<file path="src/esc_defs.svh">
// Purpose: offsets, field positions, reset values for the edge source select block
// Assumes: avalon-mm word addressing, 16-bit registers in the low lanes
// Notes: definitions only
`ifndef ESC_DEFS_SVH
`define ESC_DEFS_SVH
`define ESC_ADDR_W         4
`define ESC_OFF_CTRL2      4'h0
`define ESC_OFF_ICTRL      4'h1
`define ESC_OFF_STATUS     4'h2
`define ESC_SENS_BIT       7
`define ESC_POL_BIT        6
`define ESC_SEL_HI         5
`define ESC_SEL_LO         2
`define ESC_TRIM_HI        15
`define ESC_TRIM_LO        10
`define ESC_RNG_HI         9
`define ESC_RNG_LO         8
`define ESC_CTRL2_RST      16'h0000
`define ESC_ICTRL_RST      16'h0000
`define ESC_CTRL2_MASK     16'h00fc
`define ESC_ICTRL_MASK     16'hff00
`define ESC_ST_EDGE2_BIT   1
`define ESC_ST_EDGE1_BIT   0
`endif

</file>
<file path="src/esc_pkg.sv">
// Purpose: types for the edge source select block
// Assumes: nothing
// Notes: source codes follow the selector encoding
package esc_pkg;
  typedef enum logic [3:0] {
    ESC_SRC_FIRST_TIMER = 4'b0000,
    ESC_SRC_OC1    = 4'b0001,
    ESC_SRC_PIN2   = 4'b0010,
    ESC_SRC_PIN1   = 4'b0011,
    ESC_SRC_PIN9   = 4'b0100,
    ESC_SRC_PIN10  = 4'b0101,
    ESC_SRC_PIN11  = 4'b0110,
    ESC_SRC_PIN12  = 4'b0111,
    ESC_SRC_PIN13  = 4'b1000,
    ESC_SRC_IC1    = 4'b1001,
    ESC_SRC_IC2    = 4'b1010,
    ESC_SRC_IC3    = 4'b1011,
    ESC_SRC_NONE   = 4'b1100,
    ESC_SRC_CMP1   = 4'b1101,
    ESC_SRC_CMP2   = 4'b1110,
    ESC_SRC_CMP3   = 4'b1111
  } esc_src_e;
  typedef struct packed {
    logic [2:0] comparator;          // bit0 = comparator one
    logic [2:0] input_capture;       // bit0 = channel one
    logic [13:1] external_edge_pin;  // pin n at index n
    logic       output_compare_one;
    logic       first_timer;
  } esc_sources_s;
  typedef struct packed {
    logic [5:0] current_trim;
    logic [1:0] current_range;
  } esc_current_s;
  typedef enum logic [1:0] {
    ESC_BUS_IDLE = 2'b00,
    ESC_BUS_ACK  = 2'b01
  } esc_bus_e;
endpackage
</file>
<file path="src/esc_edge_source_select.sv">
// Purpose: second-edge control of a charge-time measurement unit: source select,
//          polarity, sensitivity, edge status, current trim and range registers
// Assumes: inputs synchronous to clock; avalon-mm slave with one wait cycle
// Notes: pin-count variant set by parameter PIN_VARIANT (0 full, 1 reduced, 2 smallest)
// Contract
// - sensitivity bit one means transitions only, zero means the level is used.
// - polarity bit one selects rising edge or high level, zero falling or low.
// - selector codes 1111, 1110, 1101 pick comparator three, two and one.
// - selector codes 1011, 1010, 1001 pick input capture three, two and one.
// - codes 1000 to 0010 pick external pins 13, 12, 11, 10, 9, 1 and 2.
// - code 0001 picks output compare one.
// - code 0000 picks the first timer output.
// - the two low bits of edge control two have no storage and read zero.
// - reduced variants lack pins 11 and 12; the smallest also lacks 3 and 13.
// - range 11 gives hundred times and 10 ten times the base current.
// - trim is two's complement around nominal at 000000.
// - edge status bits set when an edge occurs and may be written by software.
`timescale 1ns/1ps
`default_nettype none
`include "esc_defs.svh"
module esc_edge_source_select #(
  parameter int PIN_VARIANT = 0
) (
  input  wire logic                   clock,              // 200 mhz system clock
  input  wire logic                   arst_n,             // async reset, active low
  input  wire logic                   clk_en,             // freezes all state when low
  input  wire logic [`ESC_ADDR_W-1:0] avs_address,        // word address
  input  wire logic                   avs_read,           // read request
  input  wire logic                   avs_write,          // write request
  input  wire logic [31:0]            avs_writedata,      // write data
  input  wire logic [3:0]             avs_byteenable,     // byte lanes
  output logic [31:0]                 avs_readdata,       // read data, registered
  output logic                        avs_waitrequest,    // stall
  input  wire esc_pkg::esc_sources_s  sources,            // candidate edge sources
  input  wire logic                   first_edge_event,   // first-edge detector pulse
  output logic                        second_edge_in,     // selected, conditioned input
  output logic                        second_edge_status, // edge two has occurred
  output logic                        first_edge_status,  // edge one has occurred
  output esc_pkg::esc_current_s       current_cfg         // trim and range to analog
);

  // registers
  logic [15:0] ctrl2_ff, nxt_ctrl2;
  logic [15:0] ictrl_ff, nxt_ictrl;
  logic        st2_ff, nxt_st2;
  logic        st1_ff, nxt_st1;
  logic        src_ff, nxt_src;
  logic        lvl_ff, nxt_lvl;
  logic [31:0] rdata_ff, nxt_rdata;
  esc_pkg::esc_bus_e bus_ff, nxt_bus;

  logic       sens;
  logic       pol;
  logic [3:0] sel;
  logic       raw_src;
  logic       hit;
  logic       wr_go;
  logic       rd_go;
  logic [31:0] wmask;

  assign sens = ctrl2_ff[`ESC_SENS_BIT];
  assign pol  = ctrl2_ff[`ESC_POL_BIT];
  assign sel  = ctrl2_ff[`ESC_SEL_HI:`ESC_SEL_LO];

  // pin presence per variant; absent pins read as never active
  function automatic logic pin_present(input int pin);
    if (PIN_VARIANT >= 1 && (pin == 11 || pin == 12)) begin
      return 1'b0;
    end
    if (PIN_VARIANT >= 2 && (pin == 3 || pin == 13)) begin
      return 1'b0;
    end
    return 1'b1;
  endfunction

  // source multiplexer
  always_comb begin
    case (esc_pkg::esc_src_e'(sel))
      esc_pkg::ESC_SRC_CMP3:   raw_src = sources.comparator[2];
      esc_pkg::ESC_SRC_CMP2:   raw_src = sources.comparator[1];
      esc_pkg::ESC_SRC_CMP1:   raw_src = sources.comparator[0];
      esc_pkg::ESC_SRC_IC3:    raw_src = sources.input_capture[2];
      esc_pkg::ESC_SRC_IC2:    raw_src = sources.input_capture[1];
      esc_pkg::ESC_SRC_IC1:    raw_src = sources.input_capture[0];
      esc_pkg::ESC_SRC_PIN13:  raw_src = sources.external_edge_pin[13] & pin_present(13);
      esc_pkg::ESC_SRC_PIN12:  raw_src = sources.external_edge_pin[12] & pin_present(12);
      esc_pkg::ESC_SRC_PIN11:  raw_src = sources.external_edge_pin[11] & pin_present(11);
      esc_pkg::ESC_SRC_PIN10:  raw_src = sources.external_edge_pin[10];
      esc_pkg::ESC_SRC_PIN9:   raw_src = sources.external_edge_pin[9];
      esc_pkg::ESC_SRC_PIN1:   raw_src = sources.external_edge_pin[1];
      esc_pkg::ESC_SRC_PIN2:   raw_src = sources.external_edge_pin[2];
      esc_pkg::ESC_SRC_OC1:    raw_src = sources.output_compare_one;
      esc_pkg::ESC_SRC_FIRST_TIMER: raw_src = sources.first_timer;
      default:                 raw_src = 1'b0; // code 1100 has no source
    endcase
  end

  // polarity and sensitivity: edge mode needs a change, level mode the active level
  always_comb begin
    nxt_src = raw_src;
    nxt_lvl = (raw_src == pol);
    // edge mode: a change into the active level, even if polarity moved in the same cycle
    if (sens) begin
      hit = nxt_lvl & (raw_src != src_ff);
    end else begin
      hit = nxt_lvl;
    end
  end

  // bus decode
  assign wr_go = avs_write && (bus_ff == esc_pkg::ESC_BUS_ACK);
  assign rd_go = avs_read && (bus_ff == esc_pkg::ESC_BUS_ACK);
  // a frozen clock cannot take the request, so the stall must hold too
  assign avs_waitrequest = (avs_read || avs_write) &&
                           (bus_ff != esc_pkg::ESC_BUS_ACK || !clk_en);
  assign wmask = {{8{avs_byteenable[3]}}, {8{avs_byteenable[2]}},
                  {8{avs_byteenable[1]}}, {8{avs_byteenable[0]}}};

  // next register values; hardware set wins over software clear
  always_comb begin
    logic [15:0] wd;
    wd        = avs_writedata[15:0] & wmask[15:0];
    nxt_ctrl2 = ctrl2_ff;
    nxt_ictrl = ictrl_ff;
    nxt_st2   = st2_ff;
    nxt_st1   = st1_ff;
    nxt_bus   = esc_pkg::ESC_BUS_IDLE;
    nxt_rdata = rdata_ff;
    if ((avs_read || avs_write) && bus_ff == esc_pkg::ESC_BUS_IDLE) begin
      nxt_bus = esc_pkg::ESC_BUS_ACK; // one wait cycle
      case (avs_address)
        `ESC_OFF_CTRL2:  nxt_rdata = {16'h0000, ctrl2_ff};
        `ESC_OFF_ICTRL:  nxt_rdata = {16'h0000, ictrl_ff};
        `ESC_OFF_STATUS: nxt_rdata = {30'h0, st2_ff, st1_ff};
        default:         nxt_rdata = 32'h00000000;
      endcase
    end
    if (wr_go) begin
      case (avs_address)
        `ESC_OFF_CTRL2: begin
          nxt_ctrl2 = (ctrl2_ff & ~wmask[15:0]) | (wd & `ESC_CTRL2_MASK);
        end
        `ESC_OFF_ICTRL: begin
          nxt_ictrl = (ictrl_ff & ~wmask[15:0]) | (wd & `ESC_ICTRL_MASK);
        end
        `ESC_OFF_STATUS: begin
          if (avs_byteenable[0]) begin
            nxt_st2 = avs_writedata[`ESC_ST_EDGE2_BIT];
            nxt_st1 = avs_writedata[`ESC_ST_EDGE1_BIT];
          end
        end
        default: begin
          nxt_ctrl2 = ctrl2_ff;
        end
      endcase
    end
    if (hit) begin
      nxt_st2 = 1'b1;
    end
    if (first_edge_event) begin
      nxt_st1 = 1'b1;
    end
  end

  // state registers, frozen while clk_en is low
  always_ff @(posedge clock or negedge arst_n) begin
    if (!arst_n) begin
      ctrl2_ff <= `ESC_CTRL2_RST;
      ictrl_ff <= `ESC_ICTRL_RST;
      st2_ff   <= 1'b0;
      st1_ff   <= 1'b0;
      src_ff   <= 1'b0;
      lvl_ff   <= 1'b0;
      rdata_ff <= 32'h00000000;
      bus_ff   <= esc_pkg::ESC_BUS_IDLE;
    end else if (clk_en) begin
      ctrl2_ff <= nxt_ctrl2;
      ictrl_ff <= nxt_ictrl;
      st2_ff   <= nxt_st2;
      st1_ff   <= nxt_st1;
      src_ff   <= nxt_src;
      lvl_ff   <= nxt_lvl;
      rdata_ff <= nxt_rdata;
      bus_ff   <= nxt_bus;
    end
  end

  assign avs_readdata       = rdata_ff;
  assign second_edge_in     = lvl_ff;
  assign second_edge_status = st2_ff;
  assign first_edge_status  = st1_ff;
  // range 11 = x100, 10 = x10 base; trim signed, passed raw to the analog trim
  assign current_cfg.current_trim  = ictrl_ff[`ESC_TRIM_HI:`ESC_TRIM_LO];
  assign current_cfg.current_range = ictrl_ff[`ESC_RNG_HI:`ESC_RNG_LO];

  // checks
  sens_edge_a: assert property (@(posedge clock) disable iff (!arst_n)
    clk_en && sens && raw_src == src_ff && !st2_ff && !wr_go |=> !st2_ff)
    else $error("edge mode set on steady level");
  level_set_a: assert property (@(posedge clock) disable iff (!arst_n)
    clk_en && !sens && raw_src == pol |=> st2_ff)
    else $error("level mode did not set status");
  pol_edge_a: assert property (@(posedge clock) disable iff (!arst_n)
    clk_en && sens && pol && raw_src && !src_ff |=> st2_ff)
    else $error("rising edge missed");
  cmp3_sel_a: assert property (@(posedge clock) disable iff (!arst_n)
    sel == 4'hf |-> raw_src == sources.comparator[2])
    else $error("comparator three not routed");
  ic1_sel_a: assert property (@(posedge clock) disable iff (!arst_n)
    sel == 4'h9 |-> raw_src == sources.input_capture[0])
    else $error("capture one not routed");
  pin1_sel_a: assert property (@(posedge clock) disable iff (!arst_n)
    sel == 4'h3 |-> raw_src == sources.external_edge_pin[1])
    else $error("pin one not routed");
  oc_sel_a: assert property (@(posedge clock) disable iff (!arst_n)
    sel == 4'h1 |-> raw_src == sources.output_compare_one)
    else $error("compare one not routed");
  timer_sel_a: assert property (@(posedge clock) disable iff (!arst_n)
    sel == 4'h0 |-> raw_src == sources.first_timer)
    else $error("timer not routed");
  low_bits_a: assert property (@(posedge clock) disable iff (!arst_n)
    ctrl2_ff[1:0] == 2'b00 && ictrl_ff[7:0] == 8'h00)
    else $error("unimplemented bits hold data");
  first_set_a: assert property (@(posedge clock) disable iff (!arst_n)
    clk_en && first_edge_event |=> first_edge_status)
    else $error("first edge status not set");
  wait_one_a: assert property (@(posedge clock) disable iff (!arst_n)
    clk_en && avs_read && !avs_waitrequest |=> avs_waitrequest || !avs_read)
    else $error("bus answered twice");

  // routing of the remaining selector codes
  cmp2_sel_a: assert property (@(posedge clock) disable iff (!arst_n)
    sel == 4'he |-> raw_src == sources.comparator[1])
    else $error("comparator two not routed");
  cmp1_sel_a: assert property (@(posedge clock) disable iff (!arst_n)
    sel == 4'hd |-> raw_src == sources.comparator[0])
    else $error("comparator one not routed");
  ic3_sel_a: assert property (@(posedge clock) disable iff (!arst_n)
    sel == 4'hb |-> raw_src == sources.input_capture[2])
    else $error("capture three not routed");
  ic2_sel_a: assert property (@(posedge clock) disable iff (!arst_n)
    sel == 4'ha |-> raw_src == sources.input_capture[1])
    else $error("capture two not routed");
  pin2_sel_a: assert property (@(posedge clock) disable iff (!arst_n)
    sel == 4'h2 |-> raw_src == sources.external_edge_pin[2])
    else $error("pin two not routed");
  pin9_sel_a: assert property (@(posedge clock) disable iff (!arst_n)
    sel == 4'h4 |-> raw_src == sources.external_edge_pin[9])
    else $error("pin nine not routed");
  pin10_sel_a: assert property (@(posedge clock) disable iff (!arst_n)
    sel == 4'h5 |-> raw_src == sources.external_edge_pin[10])
    else $error("pin ten not routed");
  pin11_sel_a: assert property (@(posedge clock) disable iff (!arst_n)
    PIN_VARIANT == 0 && sel == 4'h6 |-> raw_src == sources.external_edge_pin[11])
    else $error("pin eleven not routed");
  pin12_sel_a: assert property (@(posedge clock) disable iff (!arst_n)
    PIN_VARIANT == 0 && sel == 4'h7 |-> raw_src == sources.external_edge_pin[12])
    else $error("pin twelve not routed");
  pin13_sel_a: assert property (@(posedge clock) disable iff (!arst_n)
    PIN_VARIANT < 2 && sel == 4'h8 |-> raw_src == sources.external_edge_pin[13])
    else $error("pin thirteen not routed");

  // absent pins on smaller variants and the reserved code 1100 must never look active
  pin11_gone_a: assert property (@(posedge clock) disable iff (!arst_n)
    PIN_VARIANT >= 1 && sel == 4'h6 |-> !raw_src)
    else $error("absent pin eleven seen");
  pin12_gone_a: assert property (@(posedge clock) disable iff (!arst_n)
    PIN_VARIANT >= 1 && sel == 4'h7 |-> !raw_src)
    else $error("absent pin twelve seen");
  pin13_gone_a: assert property (@(posedge clock) disable iff (!arst_n)
    PIN_VARIANT >= 2 && sel == 4'h8 |-> !raw_src)
    else $error("absent pin thirteen seen");
  none_sel_a: assert property (@(posedge clock) disable iff (!arst_n)
    sel == 4'hc |-> !raw_src)
    else $error("reserved code drives a source");

  // polarity, conditioned output, sticky status, freeze and current fields
  pol_fall_a: assert property (@(posedge clock) disable iff (!arst_n)
    clk_en && sens && !pol && !raw_src && src_ff |=> st2_ff)
    else $error("falling edge missed");
  level_track_a: assert property (@(posedge clock) disable iff (!arst_n)
    clk_en |=> second_edge_in == $past(nxt_lvl))
    else $error("conditioned input lags");
  edge_set_a: assert property (@(posedge clock) disable iff (!arst_n)
    clk_en && hit |=> second_edge_status)
    else $error("second edge status not set");
  st2_hold_a: assert property (@(posedge clock) disable iff (!arst_n)
    clk_en && st2_ff && !wr_go |=> st2_ff)
    else $error("second edge status lost");
  st1_hold_a: assert property (@(posedge clock) disable iff (!arst_n)
    clk_en && st1_ff && !wr_go |=> st1_ff)
    else $error("first edge status lost");
  freeze_a: assert property (@(posedge clock) disable iff (!arst_n)
    !clk_en |=> $stable(ctrl2_ff) && $stable(ictrl_ff) && $stable(st2_ff) && $stable(st1_ff))
    else $error("state moved while frozen");
  rng_out_a: assert property (@(posedge clock) disable iff (!arst_n)
    current_cfg.current_range == ictrl_ff[9:8])
    else $error("range field not passed on");
  trim_out_a: assert property (@(posedge clock) disable iff (!arst_n)
    current_cfg.current_trim == ictrl_ff[15:10])
    else $error("trim field not passed on");

  // register read-back and bus timing
  rd_ctrl2_a: assert property (@(posedge clock) disable iff (!arst_n)
    rd_go && avs_address == `ESC_OFF_CTRL2 |-> avs_readdata[1:0] == 2'b00 &&
    avs_readdata[31:8] == 24'h0)
    else $error("control two spare bits read set");
  wr_ctrl2_a: assert property (@(posedge clock) disable iff (!arst_n)
    clk_en && wr_go && avs_address == `ESC_OFF_CTRL2 |=> ctrl2_ff[1:0] == 2'b00)
    else $error("control two low bits stored");
  rd_ictrl_a: assert property (@(posedge clock) disable iff (!arst_n)
    rd_go && avs_address == `ESC_OFF_ICTRL |-> avs_readdata[7:0] == 8'h00 &&
    avs_readdata[31:16] == 16'h0)
    else $error("current control low byte read set");
  rd_status_a: assert property (@(posedge clock) disable iff (!arst_n)
    rd_go && avs_address == `ESC_OFF_STATUS |-> avs_readdata[31:2] == 30'h0)
    else $error("status spare bits read set");
  rd_unmapped_a: assert property (@(posedge clock) disable iff (!arst_n)
    rd_go && avs_address > `ESC_OFF_STATUS |-> avs_readdata == 32'h0)
    else $error("unmapped read not zero");
  wr_unmapped_a: assert property (@(posedge clock) disable iff (!arst_n)
    clk_en && wr_go && avs_address > `ESC_OFF_STATUS |=> $stable(ctrl2_ff) && $stable(ictrl_ff))
    else $error("unmapped write changed state");
  first_wait_a: assert property (@(posedge clock) disable iff (!arst_n)
    (avs_read || avs_write) && bus_ff == esc_pkg::ESC_BUS_IDLE |-> avs_waitrequest)
    else $error("request answered without wait");
  idle_stall_a: assert property (@(posedge clock) disable iff (!arst_n)
    !avs_read && !avs_write |-> !avs_waitrequest)
    else $error("stall with no request");
  ack_once_a: assert property (@(posedge clock) disable iff (!arst_n)
    clk_en && bus_ff == esc_pkg::ESC_BUS_ACK |=> bus_ff == esc_pkg::ESC_BUS_IDLE)
    else $error("acknowledge held too long");
  frozen_stall_a: assert property (@(posedge clock) disable iff (!arst_n)
    !clk_en && (avs_read || avs_write) |-> avs_waitrequest)
    else $error("request answered while frozen");

  // main scenarios
  edge_hit_c: cover property (@(posedge clock) disable iff (!arst_n) sens && hit);
  level_hit_c: cover property (@(posedge clock) disable iff (!arst_n) !sens && hit);
  wr_ictrl_c: cover property (@(posedge clock) disable iff (!arst_n)
    wr_go && avs_address == `ESC_OFF_ICTRL);
  rd_status_c: cover property (@(posedge clock) disable iff (!arst_n)
    rd_go && avs_address == `ESC_OFF_STATUS);
  fall_hit_c: cover property (@(posedge clock) disable iff (!arst_n) sens && !pol && hit);

endmodule
`default_nettype wire

</file>
<file path="config.mk">
export PLATFORM = sky130hd
export DESIGN_NAME = esc_edge_source_select
export DESIGN_NICKNAME = d
export VERILOG_FILES = /design/src/esc_pkg.sv /design/src/esc_edge_source_select.sv
export VERILOG_INCLUDE_DIRS = /design/src
export SDC_FILE = /design/constraint.sdc
export NUM_CORES = 1
export LEC_CHECK = 0
export ABC_AREA = 1
export BUFFER_PORTS_ARGS = -buffer_cell sky130_fd_sc_hd__buf_2
export CAP_MARGIN = 20
export CORE_ASPECT_RATIO = 1.4
export CORE_MARGIN = 10
export CORE_UTILIZATION = 40
export CTS_BUF_LIST = sky130_fd_sc_hd__clkbuf_8
export CTS_CLUSTER_DIAMETER = 80
export DETAILED_ROUTE_END_ITERATION = 7
export PLACE_DENSITY_LB_ADDON = 0.15
export SYNTH_ARGS = -nofsm -noshare
export SYNTH_HDL_FRONTEND = slang
export SYNTH_SLANG_ARGS = --single-unit
</file>
<file path="constraint.sdc">
create_clock -name clock -period 1.6 [get_ports clock]
set_clock_uncertainty 0.05 [all_clocks]
set_input_delay 0.24 -clock clock [delete_from_list [all_inputs] [get_ports clock]]
set_output_delay 0.24 -clock clock [all_outputs]
set_load 0.02 [all_outputs]
</file>
==> results of run 1 <==
## tightest hold or removal path, delay by kind of cell
family | cells | cell delay, ns
AOI/OAI and AO/OA | 1 | 0.05
buffers and inverters | 1 | 0.07
and+or+nand+nor | 1 | 0.04
## layout make-up
class,instances,area share [%]
clock inverters,3,0.483
flip-flops and latches,53,42.8
repair buffers,80,14.8
multi-input cells,168,32.1
clock buffers,5,2.22
inverters,39,4.75
well taps,72,2.90
## power by group through the flow
stage	combinational, mW	clock (mW)	sequential [mW]
5_1_grt	0.820	0.808	1.61
4_1_cts	0.709	0.764	1.60
2_1_floorplan	0.460	0	1.66
6_report	0.729	0.717	1.59
3_5_place_dp	0.704	0	1.62
3_3_place_gp	0.697	0	1.62
## cells by family after synthesis
group	after synthesis
other	1
DFF	53
muxes	23
buffers and inverters	68
AOI/OAI and AO/OA	34
and+or+nand+nor	95
## stage by stage
step | std cells | utilization [%] | total power, mW | setup TNS, ns | setup WS, ns
after detailed placement | 408 | 47.2 | 2.33 | -0.0339 | -0.0339
after floorplan | 289 | - | 2.12 | 0 | 0.153
after global placement | 408 | 47.2 | 2.31 | -0.0171 | -0.0171
after global routing | 420 | 49.3 | 3.24 | -0.105 | -0.0588
final | 420 | 49.3 | 3.04 | 0 | 0.0860
after CTS | 417 | 48.7 | 3.07 | 0 | 0.0418
## synthesized netlist by cell type
cell type / count / area share, %
dfrtp_1: 53 / 50
nand2_1: 38 / 5.4
inv_1: 33 / 4.7
nor2_1: 27 / 3.9
buf_4: 26 / 7.4
mux2_2: 22 / 9.4
o21ai_0: 19 / 3.6
nand3_1: 14 / 2.7
o22ai_1: 7 / 1.7
a21oi_1: 5 / 0.95
inv_2: 5 / 0.71
nor2_2: 3 / 0.71
nand3_4: 2 / 1.3
nor2_4: 2 / 0.86
nor3_1: 2 / 0.38
o221ai_1: 2 / 0.67
a21o_2: 1 / 0.33
buf_2: 1 / 0.19
buf_6: 1 / 0.43
buf_8: 1 / 0.57
clkinv_2: 1 / 0.19
conb_1: 1 / 0.14
mux2_1: 1 / 0.43
nand2_2: 1 / 0.24
nand3_2: 1 / 0.38
nand4_1: 1 / 0.24
nor2_8: 1 / 0.76
nor3_2: 1 / 0.38
nor3_4: 1 / 0.62
or2_2: 1 / 0.24
## layer usage
metal / up-vias / GRT usage [%] / share of wire, %
met5: - / 0 / 0
met2: 62 / 20.1 / 50
li1: 981 / - / -
met1: 933 / 12.6 / 39
met4: 0 / 3.24 / 0.92
met3: 4 / 4.92 / 9.8
## worst paths after layout
check	startpoint	to	slack, ns	depth (start not counted)
setup / recovery	flop	second_edge_status	0.09	10
hold / removal	avs_writedata[4]	flop	0.09	3
setup reg to reg	flop	second_edge_status	0.09	10
hold reg to reg	ctrl2_ff[10]	ctrl2_ff[10]	0.44	2
max in group asynchronous	arst_n	async pin	0.84	3
min in group asynchronous	arst_n	avs_readdata[15]	0.40	3
## repair_timing
action,4_1_cts,5_1_grt
pin swaps,0,3
endpoints found under the hold margin,53,0
setup endpoints to repair,2,10
setup buffers,0,3
hold buffers,1,0
gates cloned,0,0
gates resized for setup,2,12
==> impl_metrics.py, run 1 <==
metrics = {
    "power_and_ir_drop": {
        "p_seq_share_pct": 52.4,
        "p_per_area_nw_per_um2": 977,
        "p_int_mw": 2.09,
        "netSwitchingFraction_pct": 31.1,
        "p_leak_nw": 1.70,
        "power_frac_clock_pct": 23.6,
        "pwr-share-comb_pct": 24.0,
        "switchingPower_uw": 945,
        "ir_drop_uv": 471,
    },
    "cts": {
        "numCtsBuffers": 5,
        "cts_tree": "built",
        "cts.sinks": 53,
        "cts_buffer_depth": 2,
        "path_clk_slew_ns": 0.09,
        "clock-root-buffer": "clkbuf_8",
        "clock_latency_ns": 0.30,
        "h-tree-depth": 2,
    },
    "floorplanning": {
        "pin_count": 111,
        "die_y_um": 116,
        "num_rows": 34,
        "core_area_sq_um": 6300,
        "die_w_um": 88.5,
        "floorplan.initialDensity_pct": 41.8,
        "die-area_sq_um": 10300,
    },
    "synthesis": {
        "synthCells": 274,
        "yosys_warnings": 0,
        "yosys.area_share.simple_pct": 18.1,
        "syn_area_sq_um": 2630,
        "post_synth_xor_area_fraction_pct": 0,
        "synth_compound_area_share_pct": 7.23,
        "synth_top_family_by_area": "simple AND/OR/NAND/NOR gates",
        "seq_area_frac_synth_pct": 50.5,
        "synth_seq_cells": 53,
        "syn_area_per_cell_sq_um": 9.59,
        "synth_fa_ha_area_share_pct": 0,
        "synthMuxAreaShare_pct": 9.85,
        "synth_cell_types": 30,
    },
    "flow_run": {
        "cap_violations": 0,
    },
    "timing": {
        "finalSetupViolCount": 0,
        "rsz0062_at_grt": "yes",
        "finalHoldViolations": 0,
        "layout_worst_path_cycle_share_pct": 94.6,
        "post-route-min-period_ns": 1.51,
        "hold_slack_ns": 0.0912,
        "slew_violations": 0,
        "fmax_ghz": 0.661,
    },
    "worst_setup_path": {
        "worst-path-buf-inv": 1,
        "cp.arrival_ns": 1.71,
        "cp_slowest_stage_delay_ns": 0.46,
        "critPathLaunchType": "flop",
        "critPathKind": "reg2reg",
        "cp.required_ns": 1.79,
        "cp_max_fo": 6,
        "cp_slowest_cell": "dfrtp_2",
        "crit_path_cell_trace": "buf_6 > nand3_1 > nand2_1 > o21ai_1 > nand2_1 > nor2_2 > nand3_1 > nand3_1 > nand2_1 > nand2_1",
        "end_kind": "flop",
        "path_common_cell": "nand2_1",
        "crit_family": "simple AND/OR/NAND/NOR gates",
    },
    "placed_design": {
        "hpwlAfterDp_mm": 4.57,
        "placed_area_sq_um": 2970,
        "numPortBuffers": 70,
        "gp_congestion": 0.755,
    },
    "final_layout": {
        "final_common_cell": "buf_2",
        "antennaDiodeCount": 0,
        "multi_input_area_sq_um": 996,
        "syn_to_final_growth_pct": 18.2,
        "fillerInstances": 639,
        "fin_nets": 414,
        "fin_area_sq_um": 3110,
        "seqCellArea_sq_um": 1330,
        "final_layout_size_suffix_gt1_share_pct": 37.6,
        "final_cell_mix": "buf_2, dfrtp_1, nand2_1",
    },
    "drt": {
        "viasPerCell": 4.71,
        "vias": 1980,
        "wl_mm": 5.95,
        "ant_nets": 0,
        "drcViolationCount": 0,
        "firstDrtPassIters": 4,
        "avgRoutedWirePerCell_um": 14.2,
        "drt_iter0_markers": 50,
    },
    "grt": {
        "grt_pass1_wl_mm": 9.50,
        "grt_max_degree": 54,
        "antenna_found_initial": 0,
        "grt_usage_pct": 11.6,
        "grt_pass1_vias": 2012,
        "grt_overflow_total": 0,
    },
    "min_path": {
        "min_path_type": "in2reg",
    },
    "status": {
        "status": "complete, no violations",
    },
}
Power figures use the tool's default switching activity.
==> inputs of run 2 (changes only) <==
--- a/config.mk
+++ b/config.mk
@@ -9,7 +9,7 @@
 export ABC_AREA = 1
 export BUFFER_PORTS_ARGS = -buffer_cell sky130_fd_sc_hd__buf_2
 export CAP_MARGIN = 20
-export CORE_ASPECT_RATIO = 1.4
+export CORE_ASPECT_RATIO = 0.6
 export CORE_MARGIN = 10
 export CORE_UTILIZATION = 40
 export CTS_BUF_LIST = sky130_fd_sc_hd__clkbuf_8
==> run 2 against run 1 <==
Against the previous run: design area is 0.68% higher; first-iteration DRC count is 52% higher; combinational power hardly changed; global-route usage is 0.11 points higher; worst hold slack worse by 0.0065 ns; critical endpoint unchanged; largest cell class unchanged.
==> impl_metrics.py, run 2 (synthesized netlist as in run 1, its figures left out) <==
metrics = {
    "power_and_ir_drop": {
        "p_int_mw": 2.09,
        "p_per_area_nw_per_um2": 982,
        "ir_drop_uv": 472,
        "p_total_mw": 3.07,
        "switchingPower_uw": 982,
        "power_frac_clock_pct": 24.3,
        "netSwitchingFraction_pct": 32.0,
        "p_leak_nw": 1.70,
        "pwr-share-comb_pct": 23.7,
        "p_seq_share_pct": 52.0,
    },
    "final_layout": {
        "final_layout_size_suffix_gt1_share_pct": 38.8,
        "final-instance-count-excl-fill": 432,
        "final_common_cell": "buf_2",
        "syn_to_final_growth_pct": 19.0,
        "final_core_util_pct": 50.1,
        "antennaDiodeCount": 0,
        "fin_area_sq_um": 3130,
        "fin_nets": 414,
        "final_cell_mix": "buf_2, dfrtp_1, nand2_1",
    },
    "floorplanning": {
        "die_y_um": 82.8,
        "core_area_sq_um": 6250,
        "die_w_um": 125,
        "floorplan.initialDensity_pct": 42.1,
        "num_rows": 22,
        "pin_count": 111,
        "die-area_sq_um": 10300,
    },
    "timing": {
        "fin_setup_tns_ns": 0,
        "postLayoutSetupSlackWorst_ns": 0.0686,
        "finalSetupViolCount": 0,
        "hold_slack_ns": 0.0848,
        "post-route-min-period_ns": 1.53,
        "slew_violations": 0,
        "finalHoldViolations": 0,
        "fmax_ghz": 0.653,
        "layout_worst_path_cycle_share_pct": 95.7,
        "rsz0062_at_grt": "yes",
    },
    "status": {
        "status": "complete, no violations",
    },
    "grt": {
        "grt_usage_pct": 11.7,
        "grt_overflow_total": 0,
        "grt_max_degree": 54,
        "grt_pass1_wl_mm": 9.79,
        "grt_pass1_vias": 1933,
        "antenna_found_initial": 0,
    },
    "worst_setup_path": {
        "cp_max_fo": 6,
        "critPathLaunchType": "flop",
        "critPathKind": "reg2reg",
        "cp.arrival_ns": 1.73,
        "end_kind": "flop",
        "cp.required_ns": 1.80,
    },
    "cts": {
        "numCtsBuffers": 5,
        "clock-root-buffer": "clkbuf_8",
        "cts_buffer_depth": 2,
        "cts_tree": "built",
        "h-tree-depth": 2,
        "cts.sinks": 53,
        "path_clk_slew_ns": 0.09,
        "clock_latency_ns": 0.30,
    },
    "drt": {
        "drt_iter0_markers": 76,
        "wl_met1_mm": 2.98,
        "wl_mm": 6.16,
        "avgRoutedWirePerCell_um": 14.3,
        "wl_met2_mm": 2.70,
        "highest_layer": "met4",
        "firstDrtPassIters": 4,
        "viasPerCell": 4.58,
        "drcViolationCount": 0,
        "ant_nets": 0,
        "wl_met3_um": 417,
        "vias": 1978,
    },
    "placed_design": {
        "numPortBuffers": 70,
        "placed_area_sq_um": 3000,
        "gp_congestion": 0.795,
        "dpl_worst_slack_ns": -0.0461,
        "hpwlAfterDp_mm": 4.83,
        "dpl.cell_count": 422,
    },
    "flow_run": {
        "cap_violations": 0,
    },
    "min_path": {
        "min_path_type": "in2reg",
    },
}
-- run 2: routing by layer --
layer | global-route usage, % | up-vias
li1 | - | 986
met5 | 0 | -
met2 | 17.8 | 57
met4 | 3.47 | 0
met3 | 4.00 | 7
met1 | 15.6 | 928
-- run 2: cell type report --
class	instances	area, sq um
repair buffers	80	453
clock inverters	3	18.8
well taps	84	105
fillers	615	3120
clock buffers	5	68.8
multi-input cells	168	1010
inverters	39	148
flip-flops and latches	53	1330
-- run 2: power groups by stage --
stage                     logic [mW]  clock network (mW)  registers, mW
after floorplan                0.460                   0           1.66
after detailed placement       0.711                   0           1.63
after CTS                      0.715               0.762           1.60
after global routing           0.819               0.817           1.62
final                          0.729               0.745           1.60
after global placement         0.704                   0           1.62
-- run 2: timing repair --
action / in CTS / in global routing
resized for setup: 2 / 11
endpoints found under the setup margin: 2 / 11
hold buffers: 1 / 0
pin swaps: 0 / 1
buffers inserted: 0 / 1
endpoints found under the hold margin: 53 / 0
-- run 2: worst max-delay path: stages (launching register included) --
cell	delay [ns]
dfrtp_2	0.47
buf_4	0.18
nand3_1	0.06
nand2_1	0.07
o21ai_2	0.16
nand2_2	0.08
nor2_2	0.14
nand3_1	0.08
nand3_1	0.08
nand2_1	0.05
nand2_1	0.05
-- run 2: final timing paths --
kind,slack (ns),start,depth (start not counted),endpoint
hold reg to reg,0.44,ctrl2_ff[14],2,ctrl2_ff[14]
hold / removal,0.08,avs_writedata[3],3,flop
min in group asynchronous,0.38,arst_n,3,second_edge_in
setup / recovery,0.07,flop,10,second_edge_status
setup reg to reg,0.07,flop,10,second_edge_status
max in group asynchronous,0.86,arst_n,3,avs_readdata[3]
